$ cat src/include/mcm_pkg.sv
// Purpose: constants shared by the main clock monitor and its helpers
// Assumes: 32-bit APB register words, 25 MHz system clock
// Notes:   all offsets are byte addresses
package mcm_pkg;

   // ***************************************************
   // clock and timing
   // ***************************************************
   localparam int unsigned CLK_PERIOD_NS     = 40;
   localparam int unsigned XT32_PERIOD_NS    = 30518;
   localparam int unsigned XT32_NOM_CYC      = XT32_PERIOD_NS / CLK_PERIOD_NS;
   localparam int unsigned XT32_MIN_CYC      = (XT32_NOM_CYC * 9) / 10;
   localparam int unsigned XT32_MAX_CYC      = (XT32_NOM_CYC * 11 + 9) / 10;
   localparam int unsigned XT32_BAD_RUNS     = 4;
   localparam int unsigned FAIL_MIN_EDGES    = 8;
   localparam int unsigned MEAS_SLOW_CYC     = 16;
   localparam int unsigned STARTUP_SCALE     = 8;

   // ***************************************************
   // register offsets
   // ***************************************************
   localparam logic [7:0] OSC_CTRL_OFS   = 8'h00;
   localparam logic [7:0] FREQ_MEAS_OFS  = 8'h04;
   localparam logic [7:0] PLL_CFG_OFS    = 8'h08;
   localparam logic [7:0] STATUS_OFS     = 8'h0c;
   localparam logic [7:0] INT_EN_OFS     = 8'h10;
   localparam logic [7:0] FAULT_CLR_OFS  = 8'h14;
   localparam logic [7:0] RC_CAL_OFS     = 8'h18;

   // ***************************************************
   // osc control fields
   // ***************************************************
   localparam int unsigned XTAL_EN_BIT     = 0;
   localparam int unsigned XT32_MON_BIT    = 2;
   localparam int unsigned FRC_EN_BIT      = 3;
   localparam int unsigned STARTUP_LSB     = 8;
   localparam int unsigned MAIN_SEL_BIT    = 24;
   localparam int unsigned FDET_EN_BIT     = 25;

   // ***************************************************
   // pll, measure and fault clear fields
   // ***************************************************
   localparam int unsigned PLL_DIV_LSB     = 0;
   localparam int unsigned PLL_CNT_LSB     = 8;
   localparam int unsigned PLL_MUL_LSB     = 16;
   localparam logic [6:0]  PLL_MUL_MAX     = 7'h50;
   localparam int unsigned FREQ_RDY_BIT    = 16;
   localparam int unsigned FAULT_OUTPUT_CLEAR_BIT       = 0;

   // ***************************************************
   // status / interrupt enable bits
   // ***************************************************
   localparam int unsigned ST_XTAL_OK      = 0;
   localparam int unsigned ST_PLL_LOCK     = 1;
   localparam int unsigned ST_FRC_OK       = 3;
   localparam int unsigned ST_SWITCHED     = 16;
   localparam int unsigned ST_FAIL_EV      = 18;
   localparam int unsigned ST_FAIL_LIVE    = 19;
   localparam int unsigned ST_FAULT        = 20;
   localparam int unsigned ST_XT32_ERR     = 21;

   // ***************************************************
   // reset values and master selector codes
   // ***************************************************
   localparam logic [31:0] OSC_CTRL_RST   = 32'h0000_0008;
   localparam logic [31:0] PLL_CFG_RST    = 32'h0000_3f00;
   localparam logic [2:0]  RC_CAL_RST     = 3'h0;
   localparam logic [1:0]  CSS_MAIN       = 2'h1;
   localparam logic [1:0]  CSS_PLL        = 2'h2;

endpackage : mcm_pkg

$ cat src/core/mcm_main_clock_monitor.sv
// Purpose: main crystal failure detector, slow crystal monitor, main
//          oscillator control, frequency measure and pll setup
// Assumes: all oscillators arrive as pins far slower than clk_i
// Notes:   APB slave, one wait state on every access
`timescale 1ns/1ns
`default_nettype none
module mcm_main_clock_monitor (
   // clock and reset
   input  wire logic        clk_i,
   input  wire logic        rst_b_i,
   // apb slave
   input  wire logic        psel_i,
   input  wire logic        penable_i,
   input  wire logic        pwrite_i,
   input  wire logic [7:0]  paddr_i,
   input  wire logic [31:0] pwdata_i,
   output logic      [31:0] prdata_o,
   output logic             pready_o,
   output logic             pslverr_o,
   // oscillator pins
   input  wire logic        crystal_clk_i,
   input  wire logic        fast_rc_clk_i,
   input  wire logic        rc32_clk_i,
   input  wire logic        slow_clk_i,
   input  wire logic        slow_crystal_clk_i,
   // master clock selector, same domain
   input  wire logic [1:0]  master_source_select_i,
   // oscillator and clock controls
   output logic             crystal_osc_enable_o,
   output logic             fast_rc_enable_o,
   output logic             rc32_enable_o,
   output logic             main_source_select_o,
   output logic             master_force_main_o,
   output logic             pll_enable_o,
   output logic      [6:0]  pll_input_divider_o,
   output logic      [6:0]  pll_multiplier_o,
   // fault and interrupt
   output logic             fault_output_o,
   output logic             irq_o
);
   import mcm_pkg::*;

   // ***************************************************
   // synchronised oscillator levels
   // ***************************************************
   logic [4:0] osc_sync;
   logic [4:0] osc_prev_reg;
   logic       xtal_rise, frc_rise, rc32_rise, rc32_fall, slow_rise, x32_rise;

   mcm_sync #(.W(5)) u_sync (
      .clk_i   (clk_i),
      .rst_b_i (rst_b_i),
      .async_i ({slow_crystal_clk_i, slow_clk_i, rc32_clk_i,
                 fast_rc_clk_i, crystal_clk_i}),
      .sync_o  (osc_sync)
   );

   always_ff @(posedge clk_i) begin
      if (!rst_b_i) osc_prev_reg <= 5'h00;
      else          osc_prev_reg <= osc_sync;
   end

   assign xtal_rise = osc_sync[0] & ~osc_prev_reg[0];
   assign frc_rise  = osc_sync[1] & ~osc_prev_reg[1];
   assign rc32_rise = osc_sync[2] & ~osc_prev_reg[2];
   assign rc32_fall = ~osc_sync[2] & osc_prev_reg[2];
   assign slow_rise = osc_sync[3] & ~osc_prev_reg[3];
   assign x32_rise  = osc_sync[4] & ~osc_prev_reg[4];

   // ***************************************************
   // apb access decode
   // ***************************************************
   logic        acc_done, wr_en, rd_en;
   logic [31:0] osc_ctrl_reg, pll_cfg_reg, status_w;
   logic [31:0] int_en_reg, rd_mux;
   logic [2:0]  rc_cal_reg;
   logic        mapped;

   assign acc_done = psel_i & penable_i & pready_o;
   assign wr_en    = acc_done & pwrite_i;
   assign rd_en    = acc_done & ~pwrite_i;

   function automatic logic hit(input logic [7:0] a, input logic [7:0] ofs);
      hit = (a == ofs);
   endfunction : hit

   assign mapped = hit(paddr_i, OSC_CTRL_OFS) | hit(paddr_i, FREQ_MEAS_OFS)
                 | hit(paddr_i, PLL_CFG_OFS)  | hit(paddr_i, STATUS_OFS)
                 | hit(paddr_i, INT_EN_OFS)   | hit(paddr_i, FAULT_CLR_OFS)
                 | hit(paddr_i, RC_CAL_OFS);

   // ***************************************************
   // main oscillator control
   // ***************************************************
   logic fdet_on, fail_pulse, fail_force_master;
   logic xtal_en, frc_en, main_sel;

   assign xtal_en  = osc_ctrl_reg[XTAL_EN_BIT];
   assign frc_en   = osc_ctrl_reg[FRC_EN_BIT];
   assign main_sel = osc_ctrl_reg[MAIN_SEL_BIT];
   assign fdet_on  = osc_ctrl_reg[FDET_EN_BIT] & xtal_en;

   always_ff @(posedge clk_i) begin
      if (!rst_b_i) begin
         osc_ctrl_reg <= OSC_CTRL_RST;
      end else begin
         if (wr_en && hit(paddr_i, OSC_CTRL_OFS)) osc_ctrl_reg <= pwdata_i;
         if (fail_pulse) begin
            osc_ctrl_reg[MAIN_SEL_BIT] <= 1'b0;
            osc_ctrl_reg[FRC_EN_BIT]   <= 1'b1;
         end
      end
   end

   // ***************************************************
   // main crystal failure detector
   // ***************************************************
   logic [3:0] edge_cnt_reg;
   logic       live_fail_reg, event_reg, fault_reg, force_main_reg;

   // saturating count, eight is all the decision needs
   always_ff @(posedge clk_i) begin
      if (!rst_b_i) edge_cnt_reg <= 4'h0;
      else if (!fdet_on || !osc_sync[2]) edge_cnt_reg <= 4'h0;
      else if (xtal_rise && edge_cnt_reg != 4'hf)
         edge_cnt_reg <= edge_cnt_reg + 4'h1;
   end

   // decided on the falling rc edge, i.e. one rc period per check
   assign fail_pulse = fdet_on & rc32_fall
                     & (edge_cnt_reg < 4'(FAIL_MIN_EDGES));

   always_ff @(posedge clk_i) begin
      if (!rst_b_i) live_fail_reg <= 1'b0;
      else if (!fdet_on) live_fail_reg <= 1'b0;
      else if (fail_pulse) live_fail_reg <= 1'b1;
      else if (rc32_fall) live_fail_reg <= 1'b0;
   end

   // set wins over the read clear
   always_ff @(posedge clk_i) begin
      if (!rst_b_i) event_reg <= 1'b0;
      else if (fail_pulse) event_reg <= 1'b1;
      else if (rd_en && hit(paddr_i, STATUS_OFS)) event_reg <= 1'b0;
   end

   // clear needs the defect gone, so a stuck crystal keeps the pwm safe
   always_ff @(posedge clk_i) begin
      if (!rst_b_i) fault_reg <= 1'b0;
      else if (fail_pulse) fault_reg <= 1'b1;
      else if (wr_en && hit(paddr_i, FAULT_CLR_OFS) && pwdata_i[FAULT_OUTPUT_CLEAR_BIT]
               && !live_fail_reg) fault_reg <= 1'b0;
   end

   assign fail_force_master = fail_pulse & main_sel
                            & (master_source_select_i == CSS_PLL);

   // held until the master selector leaves the pll
   always_ff @(posedge clk_i) begin
      if (!rst_b_i) force_main_reg <= 1'b0;
      else if (fail_force_master) force_main_reg <= 1'b1;
      else if (master_source_select_i != CSS_PLL) force_main_reg <= 1'b0;
   end

   // ***************************************************
   // slow crystal frequency monitor
   // ***************************************************
   logic [10:0] x32_per_reg;
   logic [2:0]  x32_bad_reg;
   logic        x32_err_reg, x32_mon, x32_bad;

   assign x32_mon = osc_ctrl_reg[XT32_MON_BIT] & (rc_cal_reg == 3'h0);
   assign x32_bad = (x32_per_reg != 11'h000)
                  & ((x32_per_reg < 11'(XT32_MIN_CYC))
                  | (x32_per_reg > 11'(XT32_MAX_CYC)));

   always_ff @(posedge clk_i) begin
      if (!rst_b_i || !x32_mon) begin
         x32_per_reg <= 11'h000;
         x32_bad_reg <= 3'h0;
      end else if (x32_rise) begin
         x32_per_reg <= 11'h001;
         if (!x32_bad) x32_bad_reg <= 3'h0;
         else if (x32_bad_reg != 3'(XT32_BAD_RUNS))
            x32_bad_reg <= x32_bad_reg + 3'h1;
      end else if (x32_per_reg != 11'h000 && x32_per_reg != 11'h7ff) begin
         x32_per_reg <= x32_per_reg + 11'h001;
      end
   end

   // first partial period after enable is ignored by the count start
   always_ff @(posedge clk_i) begin
      if (!rst_b_i) x32_err_reg <= 1'b0;
      else if (x32_mon && x32_bad_reg == 3'(XT32_BAD_RUNS))
         x32_err_reg <= 1'b1;
      else if (!osc_ctrl_reg[XT32_MON_BIT]) x32_err_reg <= 1'b0;
   end

   // ***************************************************
   // crystal start-up and source switch
   // ***************************************************
   logic [10:0] startup_cnt_reg;
   logic        xtal_ok_reg, switched_reg;

   always_ff @(posedge clk_i) begin
      if (!rst_b_i || !xtal_en) begin
         startup_cnt_reg <= 11'h000;
         xtal_ok_reg     <= 1'b0;
      end else if (slow_rise && !xtal_ok_reg) begin
         if (startup_cnt_reg >= 11'({osc_ctrl_reg[STARTUP_LSB +: 8], 3'h0}))
            xtal_ok_reg <= 1'b1;
         else startup_cnt_reg <= startup_cnt_reg + 11'h001;
      end
   end

   // crystal selection only counts once the oscillator is stable
   always_ff @(posedge clk_i) begin
      if (!rst_b_i) switched_reg <= 1'b1;
      else switched_reg <= (main_sel == main_source_select_o)
                           & (~main_sel | xtal_ok_reg);
   end

   // ***************************************************
   // main clock frequency measurement
   // ***************************************************
   logic [15:0] meas_cnt_reg, freq_val_reg;
   logic [4:0]  meas_slow_reg;
   logic        freq_rdy_reg, main_edge, meas_run_reg;

   assign main_edge = main_source_select_o ? xtal_rise : frc_rise;

   // restart while main_sel and the select output differ, i.e. on a written source change but not on the failure fallback
   always_ff @(posedge clk_i) begin
      if (!rst_b_i || main_sel != main_source_select_o) begin
         meas_cnt_reg  <= 16'h0000;
         meas_slow_reg <= 5'h00;
         meas_run_reg  <= 1'b0;
         freq_rdy_reg  <= 1'b0;
         freq_val_reg  <= 16'h0000;
      end else if (slow_rise) begin
         meas_run_reg <= 1'b1;
         if (meas_run_reg && meas_slow_reg == 5'(MEAS_SLOW_CYC - 1)) begin
            freq_val_reg  <= meas_cnt_reg;
            freq_rdy_reg  <= 1'b1;
            meas_slow_reg <= 5'h00;
            meas_cnt_reg  <= 16'h0000;
         end else if (meas_run_reg) begin
            meas_slow_reg <= meas_slow_reg + 5'h01;
         end
      end else if (meas_run_reg && main_edge && meas_cnt_reg != 16'hffff) begin
         meas_cnt_reg <= meas_cnt_reg + 16'h0001;
      end
   end

   // ***************************************************
   // pll configuration and lock
   // ***************************************************
   logic [5:0] lock_cnt_reg;
   logic       lock_reg, pll_on;
   logic [6:0] pll_div, pll_mul;

   assign pll_div = pll_cfg_reg[PLL_DIV_LSB +: 7];
   assign pll_mul = pll_cfg_reg[PLL_MUL_LSB +: 7];
   assign pll_on  = (pll_div != 7'h00) & (pll_mul != 7'h00);

   // multiplier above its range is held at the top value
   always_ff @(posedge clk_i) begin
      if (!rst_b_i) begin
         pll_cfg_reg <= PLL_CFG_RST;
      end else if (wr_en && hit(paddr_i, PLL_CFG_OFS)) begin
         pll_cfg_reg <= {9'h000, (pwdata_i[PLL_MUL_LSB +: 7] > PLL_MUL_MAX)
                        ? PLL_MUL_MAX : pwdata_i[PLL_MUL_LSB +: 7],
                        2'h0, pwdata_i[PLL_CNT_LSB +: 6],
                        1'b0, pwdata_i[PLL_DIV_LSB +: 7]};
      end
   end

   always_ff @(posedge clk_i) begin
      if (!rst_b_i) begin
         lock_cnt_reg <= 6'h00;
         lock_reg     <= 1'b0;
      end else if (wr_en && hit(paddr_i, PLL_CFG_OFS)) begin
         lock_cnt_reg <= pwdata_i[PLL_CNT_LSB +: 6];
         lock_reg     <= 1'b0;
      end else if (!pll_on) begin
         lock_reg <= 1'b0;
      end else if (lock_cnt_reg == 6'h00) begin
         lock_reg <= 1'b1;
      end else if (slow_rise) begin
         lock_cnt_reg <= lock_cnt_reg - 6'h01;
      end
   end

   // ***************************************************
   // status, interrupt enable and calibration
   // ***************************************************
   always_comb begin
      status_w               = 32'h0000_0000;
      status_w[ST_XTAL_OK]   = xtal_ok_reg;
      status_w[ST_PLL_LOCK]  = lock_reg;
      status_w[ST_FRC_OK]    = frc_en;
      status_w[ST_SWITCHED]  = switched_reg;
      status_w[ST_FAIL_EV]   = event_reg;
      status_w[ST_FAIL_LIVE] = live_fail_reg;
      status_w[ST_FAULT]     = fault_reg;
      status_w[ST_XT32_ERR]  = x32_err_reg;
   end

   always_ff @(posedge clk_i) begin
      if (!rst_b_i) begin
         int_en_reg <= 32'h0000_0000;
         rc_cal_reg <= RC_CAL_RST;
      end else if (wr_en) begin
         if (hit(paddr_i, INT_EN_OFS)) int_en_reg <= pwdata_i;
         if (hit(paddr_i, RC_CAL_OFS)) rc_cal_reg <= pwdata_i[2:0];
      end
   end

   always_ff @(posedge clk_i) begin
      if (!rst_b_i) irq_o <= 1'b0;
      else irq_o <= |(status_w & int_en_reg);
   end

   // ***************************************************
   // apb read path, one wait state
   // ***************************************************
   always_comb begin
      rd_mux = 32'h0000_0000;
      case (paddr_i)
         OSC_CTRL_OFS:  rd_mux = osc_ctrl_reg;
         FREQ_MEAS_OFS: rd_mux = {15'h0000, freq_rdy_reg, freq_val_reg};
         PLL_CFG_OFS:   rd_mux = pll_cfg_reg;
         STATUS_OFS:    rd_mux = status_w;
         INT_EN_OFS:    rd_mux = int_en_reg;
         RC_CAL_OFS:    rd_mux = {29'h0000_0000, rc_cal_reg};
         default:       rd_mux = 32'h0000_0000;
      endcase
   end

   // the wait state keeps prdata and pready straight from flops
   always_ff @(posedge clk_i) begin
      if (!rst_b_i) begin
         pready_o  <= 1'b0;
         pslverr_o <= 1'b0;
         prdata_o  <= 32'h0000_0000;
      end else begin
         pready_o  <= psel_i & penable_i & ~pready_o;
         pslverr_o <= psel_i & penable_i & ~pready_o & ~mapped;
         prdata_o  <= (psel_i & penable_i & ~pready_o & ~pwrite_i)
                      ? rd_mux : 32'h0000_0000;
      end
   end

   // ***************************************************
   // clock control outputs
   // ***************************************************
   always_ff @(posedge clk_i) begin
      if (!rst_b_i) begin
         crystal_osc_enable_o <= 1'b0;
         fast_rc_enable_o     <= 1'b1;
         rc32_enable_o        <= 1'b0;
         main_source_select_o <= 1'b0;
         master_force_main_o  <= 1'b0;
         pll_enable_o         <= 1'b0;
         pll_input_divider_o  <= 7'h00;
         pll_multiplier_o     <= 7'h00;
         fault_output_o       <= 1'b0;
      end else begin
         crystal_osc_enable_o <= xtal_en;
         fast_rc_enable_o     <= frc_en | fail_pulse;
         rc32_enable_o        <= osc_ctrl_reg[FDET_EN_BIT];
         main_source_select_o <= main_sel & ~fail_pulse;
         master_force_main_o  <= force_main_reg | fail_force_master;
         pll_enable_o         <= pll_on;
         pll_input_divider_o  <= pll_div;
         pll_multiplier_o     <= pll_mul;
         fault_output_o       <= fault_reg | fail_pulse;
      end
   end

endmodule : mcm_main_clock_monitor
`default_nettype wire

$ cat src/core/mcm_sync.sv
// Purpose: two-flop synchroniser for a group of asynchronous levels
// Assumes: inputs change slower than half the clock rate
// Notes:   only the second stage is visible to the user
`timescale 1ns/1ns
`default_nettype none
module mcm_sync #(
   parameter int unsigned W = 1
) (
   // clock and reset
   input  wire logic         clk_i,
   input  wire logic         rst_b_i,
   // data
   input  wire logic [W-1:0] async_i,
   output logic      [W-1:0] sync_o
);

   logic [W-1:0] meta_reg;

   always_ff @(posedge clk_i) begin
      if (!rst_b_i) begin
         meta_reg <= '0;
         sync_o   <= '0;
      end else begin
         meta_reg <= async_i;
         sync_o   <= meta_reg;
      end
   end

endmodule : mcm_sync
`default_nettype wire

$ cat config.mk
export PLATFORM = sky130hd
export DESIGN_NAME = mcm_main_clock_monitor
export DESIGN_NICKNAME = d
export VERILOG_FILES = /design/src/include/mcm_pkg.sv /design/src/core/mcm_main_clock_monitor.sv /design/src/core/mcm_sync.sv
export SDC_FILE = /design/constraint.sdc
export NUM_CORES = 1
export LEC_CHECK = 0
export ABC_AREA = 1
export BUFFER_PORTS_ARGS = -buffer_cell sky130_fd_sc_hd__buf_2
export CORE_ASPECT_RATIO = 1.75
export CORE_MARGIN = 5
export CORE_UTILIZATION = 55
export DETAILED_ROUTE_END_ITERATION = 7
export PLACE_DENSITY = 0.75
export SYNTH_ARGS = -nofsm -noshare
export SYNTH_HDL_FRONTEND = slang
export SYNTH_SLANG_ARGS = --single-unit
$ cat constraint.sdc
create_clock -name clk_i -period 2.23 [get_ports clk_i]
set_input_delay 0.1115 -clock clk_i [delete_from_list [all_inputs] [get_ports clk_i]]
set_output_delay 0.1115 -clock clk_i [all_outputs]
set_load 0.05 [all_outputs]
# Word level (Yosys, flattened, before mapping)
# Cells that the tools add are included.
[totals] ff_bits=240 inputBits=52 word_cells=200
[classes] addsub=7 magnitude_cmp=5 n_eq_ne=20 n_mux=26 bitwise=47 n_reduce_logical=55
[op_table] operator="32-bit case mux with 6 select lines" n=1
[op_table] operator="16-bit two-way mux" n=3
[op_table] operator="22-bit by 32-bit AND with 32-bit output" n=1
[op_table] operator="32-bit OR reduction" n=1
[op_table] operator="8-bit by 5-bit equality test with 1-bit output (second input constant)" n=3
[op_table] operator="6-bit two-way mux" n=4
[op_table] operator="11-bit by 1-bit adder with 11-bit output (second input constant)" n=2
[op_table] operator="1-bit AND" n=22
[op_table] operator="2-bit AND reduction" n=10
[op_table] operator="2-bit nonzero test" n=9
[op_table] operator="16-bit by 1-bit adder with 16-bit output (second input constant)" n=1
[op_table] operator="8-bit by 4-bit equality test with 1-bit output (second input constant)" n=2
[op_table] operator="16-bit inequality test (second input constant)" n=1
[op_table] operator="7-bit nonzero test" n=2
[op_table] operator="1-bit logical AND" n=13
[op_table] operator="1-bit two-way mux" n=13
[op_table] operator="1-bit inverter" n=13
[op_table] operator="11-bit >= comparator" n=1
[op_table] operator="11-bit by 10-bit > comparator with 1-bit output (second input constant)" n=1
[op_table] operator="11-bit by 10-bit less-than comparator with 1-bit output (second input constant)" n=1
[op_table] operator="11-bit inequality test (second input constant)" n=1
[op_table] operator="1-bit bitwise OR" n=11
[op_table] operator="11-bit nonzero test" n=1
[op_table] operator="5-bit two-way mux" n=2
[op_table] operator="other kinds (26)" n=41

# Longest topological paths before layout
[depth] word_depth=9 ltp_mapped=12

# Hierarchy
# From an unflattened synthesis, not the netlist that was laid out.
[unflattened] hier_cells=1364 hier_area_um2=10222.3
[modules_own_cells] mod="mcm_main_clock_monitor" instances=1 cells_each=1333 area_each_um2=9935.8 seq_area_each_um2=4604.4
[modules_own_cells] mod="mcm_sync" instances=1 cells_each=31 area_each_um2=286.5 seq_area_each_um2=200.2

# Worst setup path after synthesis
# OpenSTA, ideal clock, no wires.
[synth_path] path_type="reg-to-reg" start="register pready_o" end="register lock_cnt_reg[3]" setup_time_ps=132 arrival_time_ps=1705 required_time_ps=2098 slack_ps=393 stages_incl_launch_ff=9 n_path_buf=1 period_less_slack_ps=1837 cell_sequence="dfxtp_1 inv_2 nor3_2 bufinv_8 nor2_4 inv_2 buf_2 nand3_1 a21oi_2"
[synth_between] elab_chain_len=5
[synth_rtl] item="start, declared" line_no="mcm_main_clock_monitor.sv:18" text="output logic pready_o,"
[synth_rtl] item="start signal, assigned" line_no="mcm_main_clock_monitor.sv:347" text="pready_o <= psel_i & penable_i & ~pready_o;"
[synth_rtl] item="1-bit AND (*)" line_no="mcm_main_clock_monitor.sv:79" text="assign acc_done = psel_i & penable_i & pready_o;"
[synth_rtl] item="1-bit AND (*)" line_no="mcm_main_clock_monitor.sv:80" text="assign wr_en = acc_done & pwrite_i;"
[synth_rtl] item="1-bit logical AND (*)" line_no="mcm_main_clock_monitor.sv:282" text="end else if (wr_en && hit(paddr_i, PLL_CFG_OFS)) begin"
[synth_rtl] item="2-bit inequality test (no source line) or 2-bit nonzero test (tied branches)"
[synth_rtl] item="3-bit AND reduction (no source line)"
[synth_rtl] item="end signal, assigned" line_no="mcm_main_clock_monitor.sv:283" text="lock_cnt_reg <= pwdata_i[PLL_CNT_LSB +: 6];"
[synth_rtl] item="end signal, assigned" line_no="mcm_main_clock_monitor.sv:290" text="lock_cnt_reg <= lock_cnt_reg - 6'h01;"
[synth_rtl] item="end, declared" line_no="mcm_main_clock_monitor.sv:258" text="logic [5:0] lock_cnt_reg;"
# Mark *: on every way between the ends. The rest lies on a longest branch, timed or not.
# A chain may end at the register's enable or synchronous reset.

# Worst setup path in the final report
[layout_path] start="register pready_o" end="register pll_cfg_reg[21]"
[layout_between] elab_chain_len=3
[layout_rtl] item="1-bit AND" line_no="mcm_main_clock_monitor.sv:79"
[layout_rtl] item="1-bit AND" line_no="mcm_main_clock_monitor.sv:80"
[layout_rtl] item="1-bit logical AND" line_no="mcm_main_clock_monitor.sv:270" text="end else if (wr_en && hit(paddr_i, PLL_CFG_OFS)) begin"
[layout_rtl] item="end signal, assigned" line_no="mcm_main_clock_monitor.sv:271" text="pll_cfg_reg <= {9'h000, (pwdata_i[PLL_MUL_LSB +: 7] > PLL_MUL_MAX)"
[layout_rtl] item="end, declared" line_no="mcm_main_clock_monitor.sv:74" text="logic [31:0] osc_ctrl_reg, pll_cfg_reg, status_w;"
# Every way passes these cells.

==> flow_metrics.py <==
metrics = {
    "clock_network": {
        "cts_tree": "yes",
        "htreeDepth": 1,
        "clkLatencyLatePin_ns": 0.51,
        "clk_path_buf_depth": 3,
        "numCtsBuffers": 21,
        "clkTransAtPathRegs_ns": 0.07,
        "root_buffer": "clkbuf_16",
        "numClockSinks": 240,
    },
    "power_and_ir_drop": {
        "p_switching_mw": 1.79,
        "leakage_nw": 5.20,
        "p_per_area_mw_per_mm2": 692,
        "power_frac_seq_pct": 51.3,
        "vdd_drop_max_v": 0.000578,
        "power.total_mw": 8.40,
        "p_sw_share_pct": 21.3,
        "clockPowerShare_pct": 45.1,
        "combPwrFrac_pct": 3.6,
        "p_int_mw": 6.61,
    },
    "synth": {
        "synthSimpleGateAreaFrac_pct": 23.5,
        "synth.distinct_cells": 54,
        "synth_flop_cell": "dfxtp_1",
        "ys_async_sr_fraction_pct": 0,
        "synthMuxAreaShare_pct": 0,
        "syn_area_per_cell_um2": 7.68,
        "synthXorXnorAreaFrac_pct": 2.06,
        "ys_ff_latch": 240,
        "synth_top_family_by_area": "simple AND/OR/NAND/NOR gates",
        "seq_area_frac_synth_pct": 47.1,
        "synth_compound_area_share_pct": 15.9,
        "synth_nets": 1398,
        "yosys.area_share.adder_pct": 2.21,
        "netlist_instances": 1328,
        "synth_edf_count": 0,
        "synth_area_mm2": 0.0102,
        "yosysWarnings": 0,
    },
    "sta": {
        "fin_tns_setup_ns": 0,
        "worst_slew_pin_slew_ns": 0.591,
        "final_hold_viol_count": 0,
        "skew_ns": 0.00903,
        "post-route-period-util_pct": 88.8,
        "setup_viol": 0,
        "max-slew-margin-rel_pct": 60.5,
        "max_freq_mhz": 505,
        "final_max_slew_viol_count": 0,
        "rsz0062_at_grt": "no",
        "period_minus_slack_ns": 1.98,
    },
    "die": {
        "start_util_pct": 55.4,
        "num_rows": 66,
        "pin_count": 108,
        "coreArea_mm2": 0.0184,
        "die_area_mm2": 0.0215,
        "dieHeight_um": 190,
        "fp.dieW_um": 113,
    },
    "routing": {
        "routedWlPerCell_um": 16.4,
        "drt_iter0_drc": 570,
        "drt_wl_total_um": 28400,
        "ant_nets": 0,
        "via_per_inst": 5.46,
        "drc": 0,
        "vias": 9442,
        "dr.pass1.iters": 5,
    },
    "min_path": {
        "worstHoldPathCells": 5,
        "hold_class": "in2reg",
        "hold_start": "penable_i",
    },
    "layout": {
        "drive_gt1_share_pct": 15.4,
        "finalNetCount": 1548,
        "syn2layout_area_growth_pct": 18.9,
        "final_core_util_pct": 65.9,
        "final_common_cell": "dfxtp_1",
        "antennaDiodeCount": 0,
        "most-common-layout-cells": "dfxtp_1 (240), nand2_1 (191), inv_1 (163), nor2_1 (150), a21oi_1 (135)",
    },
    "global_route": {
        "grt_pass1_vias": 9347,
        "grt_max_degree": 55,
        "grt_overflow_total": 0,
        "antenna_found_initial": 0,
        "track_usage_pct": 26.3,
        "grt_first_pass_wirelength_um": 45900,
    },
    "critical_path": {
        "criticalPathCategory": "reg2reg",
        "arrival_ns": 2.41,
        "start_kind": "flop",
        "cp_data_required_time_ns": 2.67,
        "r2r_slack_ns": 0.25,
        "ff2ff_path_depth": 7,
        "worst_setup_path_end_kind": "flop",
        "crit_start": "pready_o",
        "crit_fanout": 10,
        "rr_startpoint": "pready_o",
    },
    "placed_design": {
        "io_buffers": 107,
        "dp.final_hpwl_um": 20400,
        "place_congestion": 0.931,
    },
    "outcome": {
        "status": "finished clean",
    },
    "job": {
        "maxCapViolCount": 0,
    },
}
## critical path, cell delays in order, from the launching register on
cell and delay [ns]:
dfxtp_1 0.38, inv_2 0.05, nor3_2 0.33, bufinv_8 0.29
nor2_4 0.15, nand4_1 0.09, dlygate4sd3_1 0.56, o21ai_0 0.06
## synthesized netlist by cell type (all sizes together), types with 4 or more instances
library cell / count / area [µm²]
buf: 34 / 204
dfxtp: 240 / 4800
nand4: 22 / 163
a31oi: 7 / 43.8
o21ai: 120 / 604
nand3: 86 / 445
a221oi: 5 / 43.8
nor4: 5 / 31.3
ha: 18 / 225
a211oi: 6 / 45.0
inv: 173 / 649
clkbuf: 17 / 65.1
a21oi: 137 / 693
nand2: 203 / 807
and3: 4 / 25.0
nor3: 29 / 166
o32ai: 4 / 42.6
o22ai: 11 / 68.8
nor2: 166 / 726
xnor2: 6 / 52.6
xor2: 18 / 158
## layout make-up
cell class                      instances  area (µm²)
Fill cell                            1617        6280
Sequential cell                       240        4800
Tap cell                              238         298
Inverter                              176         676
Clock inverter                         10         135
Timing Repair Buffer                  178        1180
Clock buffer                           27         578
Multi-Input combinational cell        861        4460
## cell families (layout without fill, tap and decap cells)
logic type	count (synthesis)	count (layout)
compound gates	300	300
xor+xnor	24	24
fa+ha+maj	18	18
buf+inv	227	391
flops	240	240
simple gates	519	519
## per-layer routing
layer  share of wire (%)  track usage, %  vias to the layer above  wire length (µm)
met5                   0               0                        -                 0
met4                 6.0            15.2                        0              1700
met3                 6.0            3.82                      101              1700
met2                  52            48.3                      344             14700
met1                  36            28.3                     4341             10300
li1                    -               -                     4656                 -
## path summary, 6_finish.rpt
kind | endpoint
setup / recovery | pll_cfg_reg[21]
hold / removal | pready_o
setup reg to reg | pll_cfg_reg[21]
hold reg to reg | u_sync.sync_o[1]
## through the flow
stage | instances | hold WS [ns] | worst slack [ns] | instance area (µm²)
floorplan | 1328 | 0.209 | 0.393 | 10200
detailed placement | 1653 | 0.299 | 0.222 | 11000
CTS | 1730 | 0.00561 | 0.206 | 12100
global placement | 1653 | 0.291 | 0.238 | 11000
finish | 1730 | 0.0165 | 0.251 | 12100
global route | 1730 | 0.0269 | 0.113 | 12100
## power by group through the flow
stage | registers [mW] | clock network [mW] | logic (mW)
finish | 4.30 | 3.79 | 0.302
global route | 4.30 | 4.03 | 0.326
CTS | 4.30 | 3.85 | 0.297
detailed placement | 4.40 | 0 | 0.243
global placement | 4.40 | 0 | 0.242
floorplan | 4.41 | 0 | 0.126
## what timing repair did
action | in CTS | in global routing
hold endpoints to repair | 89 | 0
hold buffers | 40 | 0
buffers inserted | 0 | 0
setup endpoints to repair | 0 | 2
gates resized for setup | 0 | 1
Power figures use the tool's default switching activity.
